--- src/rtl/pmbc_consts.vh ---
`ifndef PMBC_CONSTS_VH
`define PMBC_CONSTS_VH

// ****************************************
// Register addresses and PHY addresses
// ****************************************
`define PMBC_REGAD_CTRL 5'h00
`define PMBC_REGAD_STAT 5'h01
`define PMBC_PHYAD_P1 5'h01
`define PMBC_PHYAD_P2 5'h02
`define PMBC_PHYAD_STEP 5'h01

// ****************************************
// Basic control layout
// ****************************************
`define PMBC_CTRL_RST 16'h1020
`define PMBC_CTRL_WMASK 16'h7b3f
`define PMBC_CTRL_RAN_CLR 16'hfdff
`define PMBC_B_LOOP 14
`define PMBC_B_F100 13
`define PMBC_B_AN 12
`define PMBC_B_PDN 11
`define PMBC_B_RAN 9
`define PMBC_B_FDX 8
`define PMBC_B_XSCH 5
`define PMBC_B_FMDI 4
`define PMBC_B_NOMDIX 3
`define PMBC_B_NOFEF 2
`define PMBC_B_NOTX 1
`define PMBC_B_NOLED 0

// ****************************************
// Basic status layout
// ****************************************
`define PMBC_STAT_FIXED 16'h7808
`define PMBC_S_ANDONE 5
`define PMBC_S_FEF 4
`define PMBC_S_LINK 2

// ****************************************
// Management frame timing
// ****************************************
`define PMBC_PRE_LEN 6'h20
`define PMBC_OP_RD 2'h2
`define PMBC_OP_WR 2'h1
`define PMBC_HDR_LAST 4'hb
`define PMBC_TA_LAST 4'h1
`define PMBC_DATA_LAST 4'hf

`endif

--- src/rtl/pmbc_ctrl_reg.v ---
`include "pmbc_consts.vh"

module pmbc_ctrl_reg (
  // Clock and reset
  input wire clk,
  input wire rst_b,
  // Management write
  input wire mii_wr,
  input wire [15:0] mii_data,
  // Mirror write from the switch's per-port register
  input wire alt_wr,
  input wire [15:0] alt_data,
  // Stored control word
  output reg [15:0] ctrl_q
);

  // ****************************************
  // Control word
  // ****************************************
  // Read-only positions are masked off on every write
  always @(posedge clk) begin
    if (!rst_b) begin
      ctrl_q <= `PMBC_CTRL_RST;
    end else if (mii_wr) begin
      ctrl_q <= mii_data & `PMBC_CTRL_WMASK;
    end else if (alt_wr) begin
      ctrl_q <= alt_data & `PMBC_CTRL_WMASK;
    end else begin
      // Restart request lasts one cycle, then reads back as normal operation
      ctrl_q <= ctrl_q & `PMBC_CTRL_RAN_CLR;
    end
  end

endmodule

--- src/rtl/pmbc_mii_regs.v ---
`include "pmbc_consts.vh"

module pmbc_mii_regs (
  // Clock and reset
  input wire clk,
  input wire rst_b,
  // Management pins
  input wire mdc,
  input wire mdio_in,
  output wire mdio_out,
  output wire mdio_oe_b,
  // PHY address programming from global control
  input wire phyad_prog_en,
  input wire [4:0] phyad_prog,
  // Mirror writes from the per-port switch registers
  input wire alt_wr_p1,
  input wire [15:0] alt_data_p1,
  input wire alt_wr_p2,
  input wire [15:0] alt_data_p2,
  // Live PHY state, bit 0 port 1, bit 1 port 2
  input wire [1:0] an_done,
  input wire [1:0] link_up,
  input wire [1:0] far_fault,
  // Loopback steering
  output wire wrap_p2_at_p1,
  output wire wrap_p1_at_p2,
  // Per-port PHY controls, bit 0 port 1, bit 1 port 2
  output wire [1:0] force_100,
  output wire [1:0] negotiation_on,
  output wire [1:0] power_down,
  output wire [1:0] renegotiate_link,
  output wire [1:0] force_full,
  output wire [1:0] crossover_scheme_select,
  output wire [1:0] force_straight_wiring,
  output wire [1:0] mdix_off,
  output wire [1:0] far_fault_off,
  output wire [1:0] tx_off,
  output wire [1:0] led_off,
  // Control words mirrored to the switch registers
  output wire [15:0] ctrl_p1,
  output wire [15:0] ctrl_p2
);

  // ****************************************
  // Frame states
  // ****************************************
  localparam [4:0] S_PRE = 5'h01;
  localparam [4:0] S_ST = 5'h02;
  localparam [4:0] S_HDR = 5'h04;
  localparam [4:0] S_TA = 5'h08;
  localparam [4:0] S_DATA = 5'h10;

  // ****************************************
  // Helpers
  // ****************************************
  function [15:0] status_word;
    input an_c;
    input link_c;
    input fef_c;
    reg [15:0] w;
    begin
      w = `PMBC_STAT_FIXED;
      w[`PMBC_S_ANDONE] = an_c;
      w[`PMBC_S_FEF] = fef_c;
      w[`PMBC_S_LINK] = link_c;
      status_word = w;
    end
  endfunction

  function reg_known;
    input [4:0] regad;
    begin
      reg_known = (regad == `PMBC_REGAD_CTRL) || (regad == `PMBC_REGAD_STAT);
    end
  endfunction

  // ****************************************
  // Pin synchronisers
  // ****************************************
  reg mdc_s1_q;
  reg mdc_s2_q;
  reg mdc_s3_q;
  reg mdio_s1_q;
  reg mdio_s2_q;

  always @(posedge clk) begin
    if (!rst_b) begin
      mdc_s1_q <= 1'b0;
      mdc_s2_q <= 1'b0;
      mdc_s3_q <= 1'b0;
      mdio_s1_q <= 1'b1;
      mdio_s2_q <= 1'b1;
    end else begin
      mdc_s1_q <= mdc;
      mdc_s2_q <= mdc_s1_q;
      mdc_s3_q <= mdc_s2_q;
      mdio_s1_q <= mdio_in;
      mdio_s2_q <= mdio_s1_q;
    end
  end

  // Both pins pass the same two stages, so data and clock stay aligned
  wire mdc_rise = mdc_s2_q & ~mdc_s3_q;
  wire bit_in = mdio_s2_q;

  // ****************************************
  // PHY addresses
  // ****************************************
  // One programmed base serves port 1; port 2 takes the next address
  wire [4:0] phyad_p1 = phyad_prog_en ? phyad_prog : `PMBC_PHYAD_P1;
  wire [4:0] phyad_p2 = phyad_prog_en ? (phyad_prog + `PMBC_PHYAD_STEP) :
                        `PMBC_PHYAD_P2;

  // ****************************************
  // Register words
  // ****************************************
  wire [15:0] ctrl_w1;
  wire [15:0] ctrl_w2;
  wire [15:0] stat_w1 = status_word(an_done[0], link_up[0], far_fault[0]);
  wire [15:0] stat_w2 = status_word(an_done[1], link_up[1], far_fault[1]);

  // ****************************************
  // Frame engine
  // ****************************************
  reg [4:0] st_q;
  reg [5:0] pre_cnt_q;
  reg [3:0] cnt_q;
  reg [10:0] hdr_q;
  reg [15:0] shift_q;
  reg rd_q;
  reg wr_q;
  reg port_q;
  reg reg_q;
  reg mdio_out_q;
  reg mdio_oe_b_q;
  reg [1:0] mii_wr_q;
  reg [15:0] mii_data_q;

  wire [11:0] hdr_full = {hdr_q, bit_in};
  wire [1:0] hdr_op = hdr_full[11:10];
  wire [4:0] hdr_phyad = hdr_full[9:5];
  wire [4:0] hdr_regad = hdr_full[4:0];
  wire hit_p1 = (hdr_phyad == phyad_p1) && reg_known(hdr_regad);
  wire hit_p2 = (hdr_phyad == phyad_p2) && reg_known(hdr_regad);
  wire [15:0] rd_word = port_q ? (reg_q ? stat_w2 : ctrl_w2) :
                        (reg_q ? stat_w1 : ctrl_w1);

  always @(posedge clk) begin
    if (!rst_b) begin
      st_q <= S_PRE;
      pre_cnt_q <= 6'h00;
      cnt_q <= 4'h0;
      hdr_q <= 11'h000;
      shift_q <= 16'h0000;
      rd_q <= 1'b0;
      wr_q <= 1'b0;
      port_q <= 1'b0;
      reg_q <= 1'b0;
      mdio_out_q <= 1'b1;
      mdio_oe_b_q <= 1'b1;
      mii_wr_q <= 2'h0;
      mii_data_q <= 16'h0000;
    end else begin
      mii_wr_q <= 2'h0;
      if (mdc_rise) begin
        case (st_q)
          S_PRE: begin
            if (bit_in) begin
              if (pre_cnt_q != `PMBC_PRE_LEN) begin
                pre_cnt_q <= pre_cnt_q + 6'h01;
              end
            end else begin
              pre_cnt_q <= 6'h00;
              if (pre_cnt_q == `PMBC_PRE_LEN) begin
                st_q <= S_ST;
              end
            end
          end
          S_ST: begin
            cnt_q <= 4'h0;
            st_q <= bit_in ? S_HDR : S_PRE;
          end
          S_HDR: begin
            hdr_q <= hdr_full[10:0];
            cnt_q <= cnt_q + 4'h1;
            if (cnt_q == `PMBC_HDR_LAST) begin
              cnt_q <= 4'h0;
              // Another block answers addresses that miss this pair
              rd_q <= (hdr_op == `PMBC_OP_RD) && (hit_p1 || hit_p2);
              wr_q <= (hdr_op == `PMBC_OP_WR) && (hit_p1 || hit_p2);
              port_q <= hit_p2 && !hit_p1;
              reg_q <= (hdr_regad == `PMBC_REGAD_STAT);
              st_q <= S_TA;
            end
          end
          S_TA: begin
            cnt_q <= cnt_q + 4'h1;
            if (cnt_q != `PMBC_TA_LAST) begin
              if (rd_q) begin
                mdio_out_q <= 1'b0;
                mdio_oe_b_q <= 1'b0;
              end
            end else begin
              cnt_q <= 4'h0;
              st_q <= S_DATA;
              if (rd_q) begin
                shift_q <= rd_word;
                mdio_out_q <= rd_word[15];
              end
            end
          end
          S_DATA: begin
            cnt_q <= cnt_q + 4'h1;
            if (rd_q) begin
              shift_q <= {shift_q[14:0], 1'b0};
              mdio_out_q <= shift_q[14];
            end else begin
              shift_q <= {shift_q[14:0], bit_in};
            end
            if (cnt_q == `PMBC_DATA_LAST) begin
              cnt_q <= 4'h0;
              mdio_oe_b_q <= 1'b1;
              mdio_out_q <= 1'b1;
              st_q <= S_PRE;
              // Status is read-only; only the control word takes writes
              if (wr_q && !reg_q) begin
                mii_data_q <= {shift_q[14:0], bit_in};
                mii_wr_q <= port_q ? 2'h2 : 2'h1;
              end
            end
          end
          default: begin
            st_q <= S_PRE;
            pre_cnt_q <= 6'h00;
            mdio_oe_b_q <= 1'b1;
          end
        endcase
      end
    end
  end

  assign mdio_out = mdio_out_q;
  assign mdio_oe_b = mdio_oe_b_q;

  // ****************************************
  // Per-port control words
  // ****************************************
  pmbc_ctrl_reg u_ctrl_p1 (
    .clk(clk),
    .rst_b(rst_b),
    .mii_wr(mii_wr_q[0]),
    .mii_data(mii_data_q),
    .alt_wr(alt_wr_p1),
    .alt_data(alt_data_p1),
    .ctrl_q(ctrl_w1)
  );

  pmbc_ctrl_reg u_ctrl_p2 (
    .clk(clk),
    .rst_b(rst_b),
    .mii_wr(mii_wr_q[1]),
    .mii_data(mii_data_q),
    .alt_wr(alt_wr_p2),
    .alt_data(alt_data_p2),
    .ctrl_q(ctrl_w2)
  );

  // ****************************************
  // Control outputs
  // ****************************************
  // Speed is not checked here; loopback at 10 Mbps is the station's fault
  assign wrap_p2_at_p1 = ctrl_w1[`PMBC_B_LOOP];
  assign wrap_p1_at_p2 = ctrl_w2[`PMBC_B_LOOP];
  assign force_100 = {ctrl_w2[`PMBC_B_F100], ctrl_w1[`PMBC_B_F100]};
  assign negotiation_on = {ctrl_w2[`PMBC_B_AN], ctrl_w1[`PMBC_B_AN]};
  assign power_down = {ctrl_w2[`PMBC_B_PDN], ctrl_w1[`PMBC_B_PDN]};
  assign renegotiate_link = {ctrl_w2[`PMBC_B_RAN], ctrl_w1[`PMBC_B_RAN]};
  assign force_full = {ctrl_w2[`PMBC_B_FDX], ctrl_w1[`PMBC_B_FDX]};
  assign crossover_scheme_select = {ctrl_w2[`PMBC_B_XSCH], ctrl_w1[`PMBC_B_XSCH]};
  assign force_straight_wiring = {ctrl_w2[`PMBC_B_FMDI], ctrl_w1[`PMBC_B_FMDI]};
  assign mdix_off = {ctrl_w2[`PMBC_B_NOMDIX], ctrl_w1[`PMBC_B_NOMDIX]};
  assign far_fault_off = {ctrl_w2[`PMBC_B_NOFEF], ctrl_w1[`PMBC_B_NOFEF]};
  assign tx_off = {ctrl_w2[`PMBC_B_NOTX], ctrl_w1[`PMBC_B_NOTX]};
  assign led_off = {ctrl_w2[`PMBC_B_NOLED], ctrl_w1[`PMBC_B_NOLED]};
  assign ctrl_p1 = ctrl_w1;
  assign ctrl_p2 = ctrl_w2;

endmodule

--- config.mk ---
export PLATFORM = sky130hd
export DESIGN_NAME = pmbc_mii_regs
export DESIGN_NICKNAME = d
export VERILOG_FILES = /design/src/rtl/pmbc_ctrl_reg.v /design/src/rtl/pmbc_mii_regs.v
export VERILOG_INCLUDE_DIRS = /design/src /design/src/rtl
export SDC_FILE = /design/constraint.sdc
export NUM_CORES = 1
export LEC_CHECK = 0
export BUFFER_PORTS_ARGS = -buffer_cell sky130_fd_sc_hd__buf_2
export CAP_MARGIN = 25
export CORE_UTILIZATION = 54
export DETAILED_ROUTE_END_ITERATION = 8
export HOLD_SLACK_MARGIN = 0.05
export PLACE_DENSITY = 0.88
export SYNTH_ARGS = -nofsm -noshare
export SYNTH_HDL_FRONTEND = slang
export SYNTH_SLANG_ARGS = --single-unit
--- constraint.sdc ---
create_clock -name clk -period 2.6 [get_ports clk]
set_input_delay 0.26 -clock clk [delete_from_list [all_inputs] [get_ports clk]]
set_output_delay 0.26 -clock clk [all_outputs]
set_load 0.005 [all_outputs]
==> impl_metrics.env, run 1 <==
export IMPL_outcome="complete, no violations"
export IMPL_initial_antenna_violation_count=0
export IMPL_cells_after_synth=556
export IMPL_final_hold_violation_count=0
export IMPL_timing_final_setup_violations=0
export IMPL_timing_critical_path_from="cnt_q[0]"
export IMPL_cts_root_buffer="sky130_fd_sc_hd__clkbuf_8"
export IMPL_antenna_diode_count=0
export IMPL_grt_max_degree=34
export IMPL_count_of_flip_flops_with_a_built_in_enable_after_synthesis=0
export IMPL_detailedRoute_firstIterationViolations=221
export IMPL_most_common_library_cell_in_the_layout_ignoring_fill_and_taps="sky130_fd_sc_hd__buf_2"
export IMPL_worst_path_max_delay_cell="sky130_fd_sc_hd__and2_1"
export IMPL_placer_congestion_estimate=0.852
export IMPL_drt_vias_per_instance=5.68
export IMPL_floorplan_die_area_sq_um=9450
export IMPL_setup_worst_path_end_class="flip-flop"
export IMPL_clock_sinks=90
export IMPL_cts_repair_timing_setup_buffer_count=0
export IMPL_synth_avg_cell_area_sq_um=8.81
export IMPL_slew_viol_final=0
export IMPL_synthesis_yosys_warnings=0
export IMPL_placed_cell_area_sq_um=5160
export IMPL_n_fill_cell=727
export IMPL_count_of_nets_left_with_antenna_violations_after_detail_routing=0
export IMPL_drc=0
export IMPL_timing_rr_end="shift_q[8]"
export IMPL_hold_path_class="in2reg"
export IMPL_yosys_cell_types_count=65
export IMPL_num_rows=34
export IMPL_rsz0062_at_grt="false"
export IMPL_tritoncts_num_buffers=9
export IMPL_post_layout_min_period_ps=2260
export IMPL_ioPinCount=108
export IMPL_reg2reg_from="cnt_q[0]"
export IMPL_cts_reportedPaths_clkPinSlew_ps=90
export IMPL_start_kind="flip-flop"
export IMPL_layout_cell_area_non_filler_sq_um=5360
export IMPL_avgRoutedWirePerCell_microns=14.9
export IMPL_finish_cell_count_without_fillers=718
export IMPL_detail_route_first_pass_iterations=5
export IMPL_global_route_wire_length_before_repair_mm=18.3
export IMPL_placed_cells=703
export IMPL_synth_ff_type="sky130_fd_sc_hd__dfxtp_1"
export IMPL_chipWidth_microns=97.2
export IMPL_number_of_cells_on_the_worst_reg_to_reg_path=7
export IMPL_finalWirelength_mm=10.7
export IMPL_cp_cell_sequence="ha_1 -> nor3b_1 -> nor4_2 -> nor2_2 -> and2_1 -> o311ai_0 -> o211a_1"
export IMPL_fin_crit_sh=0.870
export IMPL_cts_resized=0
export IMPL_critical_path_max_fanout=14
export IMPL_cts_tree="built"
export IMPL_dr_total_vias=4078
export IMPL_coreArea_sq_um=8760
export IMPL_relSlewSlack=0.458
export IMPL_worstSetupPathType="reg2reg"
export IMPL_ctsHoldBuffers=0
export IMPL_final_nets=661
export IMPL_share_of_layout_cells_above_drive_strength_1=0.213
export IMPL_drv_cap=0
export IMPL_total_global_routing_track_utilization=0.233
export IMPL_timing_reg2reg_setup_slack_ps=340
export IMPL_clock_fmax_mhz=442
export IMPL_timing_setup_tns_ps=0
export IMPL_cts_path_max_buffers=2
export IMPL_transition_time_at_the_pin_with_the_least_slew_margin_ps=812
export IMPL_ys_seq_area_frac=0.368
export IMPL_ys_async_sr_fraction=0
export IMPL_layout_common_cells="sky130_fd_sc_hd__buf_2 (91), sky130_fd_sc_hd__dfxtp_1 (90), sky130_fd_sc_hd__nand2_1 (63)"
export IMPL_io_buffers=91
export IMPL_fin_util=0.611
export IMPL_slowest_cell_delay_on_critical_path_ps=460
export IMPL_synthesis_area_sq_um=4900
export IMPL_clock_tree_htree_level_count=3
export IMPL_clock_latency_ps=370
export IMPL_hpwl_mm=7.55
export IMPL_ys_seq_elements=90
export IMPL_power_density_nw_per_um2=487
export IMPL_grt_overflow_total=0
export IMPL_syn_to_final_growth_pct=9.43
export IMPL_die_h_microns=97.2
export IMPL_fin_skew_ps=17.0
export IMPL_worst_ep_required_time_ps=2860
export IMPL_initial_utilization=0.559
export IMPL_critical_path_endpoint="shift_q[8]"
export IMPL_via_count_of_the_first_global_routing_pass=3937
export IMPL_ir_drop_v=0.000232
export IMPL_timing_critical_path_arrival_ps=2530
export IMPL_p_leak_nw=2.37
## worst min-delay path by stage
stage	to	start	cells past startpoint	slack (ps)
floorplan	mdio_s1_q	mdio_in	1	360
global placement	bit_in	mdio_s1_q	1	390
detailed placement	bit_in	mdio_s1_q	1	400
CTS	mdio_s1_q	mdio_in	2	80
global route	mdio_s1_q	mdio_in	2	80
finish	mdio_s1_q	mdio_in	2	80
## synthesized netlist by cell type, types with 5 or more instances
master                      instances  share of area
sky130_fd_sc_hd__buf_4             33          0.051
sky130_fd_sc_hd__xnor2_1            6          0.011
sky130_fd_sc_hd__nand2_1           63          0.048
sky130_fd_sc_hd__a2111oi_0          5         0.0089
sky130_fd_sc_hd__and3_1             6         0.0077
sky130_fd_sc_hd__ha_1               5          0.013
sky130_fd_sc_hd__or3_1              7         0.0089
sky130_fd_sc_hd__clkbuf_1          20          0.015
sky130_fd_sc_hd__mux2i_1           52           0.11
sky130_fd_sc_hd__nand2b_1          11          0.014
sky130_fd_sc_hd__nor2_1            27          0.021
sky130_fd_sc_hd__dfxtp_1           90           0.37
sky130_fd_sc_hd__o21ai_0           37          0.038
sky130_fd_sc_hd__o211a_1            7          0.014
sky130_fd_sc_hd__xor2_1             5         0.0089
sky130_fd_sc_hd__a21boi_1           7          0.011
sky130_fd_sc_hd__inv_1             12         0.0092
sky130_fd_sc_hd__nand3_1           15          0.015
sky130_fd_sc_hd__nor2b_1           28          0.036
sky130_fd_sc_hd__a22oi_1            7          0.011
sky130_fd_sc_hd__buf_2              6         0.0061
sky130_fd_sc_hd__and2_1            27          0.034
## metal layers
layer  vias to the layer above  routed length (microns)  track usage
met5                         -                        0            0
met4                         0                      160       0.0679
met3                        16                      538       0.0424
met2                       133                     5360        0.417
met1                      1934                     4630        0.284
li1                       1995                        -            -
## where the power goes
part	internal [mW]	switching, mW
combinational	0.118	0.112
clock	0.468	0.487
sequential	1.40	0.0224
## sequential cells by signal, summed over array words and instances, names as in the netlist, 2 cells and up
| name | count |
|---|---|
| cnt_q | 4 |
| hdr_q | 11 |
| mii_data_q | 12 |
| mii_wr_q | 2 |
| pre_cnt_q | 6 |
| shift_q | 15 |
| st_q | 5 |
| u_ctrl_p1.ctrl_q | 12 |
| u_ctrl_p2.ctrl_q | 12 |
## worst max-delay path, delay by kind of cell (launching register included)
kind	cells	cell delay (ps)
compound gates	2	440
fa+ha+maj	1	160
flops	1	400
simple gates	4	1140
## logic make-up after synthesis
group                    count (synthesis)  synth area share
adder cells (fa/ha/maj)                  5            0.0128
buffers and inverters                   78            0.0912
other                                    1          0.000766
multiplexers                            59             0.129
AO/OA/AOI/OAI                           99             0.143
AND/OR/NAND/NOR                        213             0.235
XOR/XNOR                                11            0.0197
flip-flops                              90             0.368
## metrics by stage
stage	hold WS [ps]	setup slack (ps)	total power [mW]
CTS	76.9	350	2.61
detailed placement	397	385	1.69
finish	81.8	338	2.61
global placement	390	475	1.68
floorplan	361	636	1.62
global route	77.9	150	2.71
## area by class of cell
type	count	area, sq um	area share
multi-input cells	395	2670	0.499
flip-flops and latches	90	1800	0.336
repair buffers	98	508	0.0948
clock buffers	11	141	0.0264
well taps	108	135	0.0252
clock inverters	4	52.6	0.00981
inverters	12	45.0	0.00841
No activity file was read; power rests on OpenSTA's default activity.
==> run 2: changes to the inputs <==
Settings changed: BUFFER_PORTS_ARGS -buffer_cell sky130_fd_sc_hd__buf_2 to default, DONT_BUFFER_PORTS from default to 1, PLACE_DENSITY 0.88 to 0.78.
==> impl_metrics.env, run 2 (synthesized netlist as in run 1, its figures left out) <==
export IMPL_detail_route_first_pass_iterations=5
export IMPL_total_global_routing_track_utilization=0.222
export IMPL_die_h_microns=97.2
export IMPL_antenna_diode_count=0
export IMPL_start_kind="flip-flop"
export IMPL_avgRoutedWirePerCell_microns=16.1
export IMPL_cts_root_buffer="sky130_fd_sc_hd__clkbuf_8"
export IMPL_setup_worst_path_end_class="flip-flop"
export IMPL_critical_path_max_fanout=14
export IMPL_fin_util=0.566
export IMPL_transition_time_at_the_pin_with_the_least_slew_margin_ps=836
export IMPL_clock_fmax_mhz=444
export IMPL_fin_crit_sh=0.867
export IMPL_top_layer="met4"
export IMPL_placer_congestion_estimate=0.869
export IMPL_timing_final_setup_violations=0
export IMPL_worst_ep_required_time_ps=2870
export IMPL_clock_sinks=90
export IMPL_drv_cap=0
export IMPL_coreArea_sq_um=8760
export IMPL_cts_tree="built"
export IMPL_p_leak_nw=2.00
export IMPL_relSlewSlack=0.442
export IMPL_power_density_nw_per_um2=516
export IMPL_m1WireLength_mm=4.47
export IMPL_worst_path_buf_inv=0
export IMPL_clock_tree_htree_level_count=3
export IMPL_floorplan_die_area_sq_um=9450
export IMPL_hpwl_mm=6.90
export IMPL_timing_setup_tns_ps=0
export IMPL_post_place_ws_ps=420
export IMPL_design_power_total_mw=2.56
export IMPL_placed_cell_area_sq_um=4700
export IMPL_drc=0
export IMPL_layout_common_cells="sky130_fd_sc_hd__dfxtp_1 (90), sky130_fd_sc_hd__nand2_1 (63), sky130_fd_sc_hd__mux2i_1 (52)"
export IMPL_cts_path_max_buffers=2
export IMPL_timing_critical_path_arrival_ps=2520
export IMPL_grt_overflow_total=0
export IMPL_cts_reportedPaths_clkPinSlew_ps=90
export IMPL_syn_to_final_growth_pct=1.28
export IMPL_count_of_nets_left_with_antenna_violations_after_detail_routing=0
export IMPL_cp_cell_sequence="ha_1 -> nor3b_1 -> nor4_2 -> nor2_2 -> and2_1 -> o311ai_0 -> o211a_1"
export IMPL_detailroute_wirelength_met3_microns=500
export IMPL_initial_utilization=0.559
export IMPL_via_count_of_the_first_global_routing_pass=3625
export IMPL_regMostFlops="shift_q"
export IMPL_rsz0062_at_grt="false"
export IMPL_share_of_layout_cells_above_drive_strength_1=0.0766
export IMPL_worst_path_max_delay_cell="sky130_fd_sc_hd__and2_1"
export IMPL_num_rows=34
export IMPL_layout_cell_area_non_filler_sq_um=4960
export IMPL_detailedRoute_firstIterationViolations=155
export IMPL_clock_latency_ps=370
export IMPL_grt_max_degree=74
export IMPL_hold_path_class="in2reg"
export IMPL_worstSetupPathType="reg2reg"
export IMPL_tritoncts_num_buffers=9
export IMPL_finalWirelength_mm=10.1
export IMPL_io_buffers=0
export IMPL_chipWidth_microns=97.2
export IMPL_ir_drop_v=0.000275
export IMPL_most_common_library_cell_in_the_layout_ignoring_fill_and_taps="sky130_fd_sc_hd__dfxtp_1"
export IMPL_slew_viol_final=0
export IMPL_slowest_cell_delay_on_critical_path_ps=460
export IMPL_cpLargestDelayFamily="simple AND/OR/NAND/NOR gates"
export IMPL_outcome="complete, no violations"
export IMPL_drt_vias_per_instance=5.83
export IMPL_post_layout_min_period_ps=2250
export IMPL_global_route_wire_length_before_repair_mm=16.9
export IMPL_postLayoutSetupSlackWorst_ps=347
export IMPL_dr_total_vias=3674
export IMPL_initial_antenna_violation_count=0
export IMPL_met2WireLength_mm=4.86
export IMPL_largest_register_ffs=15
export IMPL_final_nets=573
export IMPL_ioPinCount=108
export IMPL_final_hold_violation_count=0
export IMPL_fin_skew_ps=11.5
## run 2: layout make-up
cell class,count,area [sq um]
Clock buffer,9,124
Multi-Input combinational cell,395,2670
Clock inverter,6,76.3
Timing Repair Buffer,10,103
Sequential cell,90,1800
Fill cell,790,3800
Tap cell,108,135
Inverter,12,45.0
## run 2: per-layer routing
layer / up-vias / track usage
met5: - / 0
met4: 0 / 0.102
met3: 21 / 0.0590
met2: 87 / 0.378
met1: 1745 / 0.260
li1: 1821 / -
## run 2: path summary, 6_finish.rpt
kind / from / end / slack [ps] / cells past startpoint
worst max-delay path: cnt_q[0] / shift_q[8] / 350 / 7
worst min-delay path: rst_b / rd_q / 70 / 1
worst max register to register: cnt_q[0] / shift_q[8] / 350 / 7
worst min register to register: mdio_s1_q / bit_in / 430 / 1
## run 2: repair_timing
action                                 in CTS  in global routing
hold buffers                                4                  0
resized for setup                           0                  0
buffers inserted                            0                  0
endpoints found under the hold margin      72                  0
## run 2: power by group
group	switching, mW	internal [mW]	total (mW)
Combinational	0.0670	0.0767	0.144
Clock	0.526	0.454	0.980
Sequential	0.0330	1.40	1.44
## run 2: per-stage QoR
step | hold slack, ps | cells
finish | 69.4 | 630
global route | 59.4 | 630
CTS | 58.9 | 630
detailed placement | 336 | 611
global placement | 334 | 611
floorplan | 361 | 563
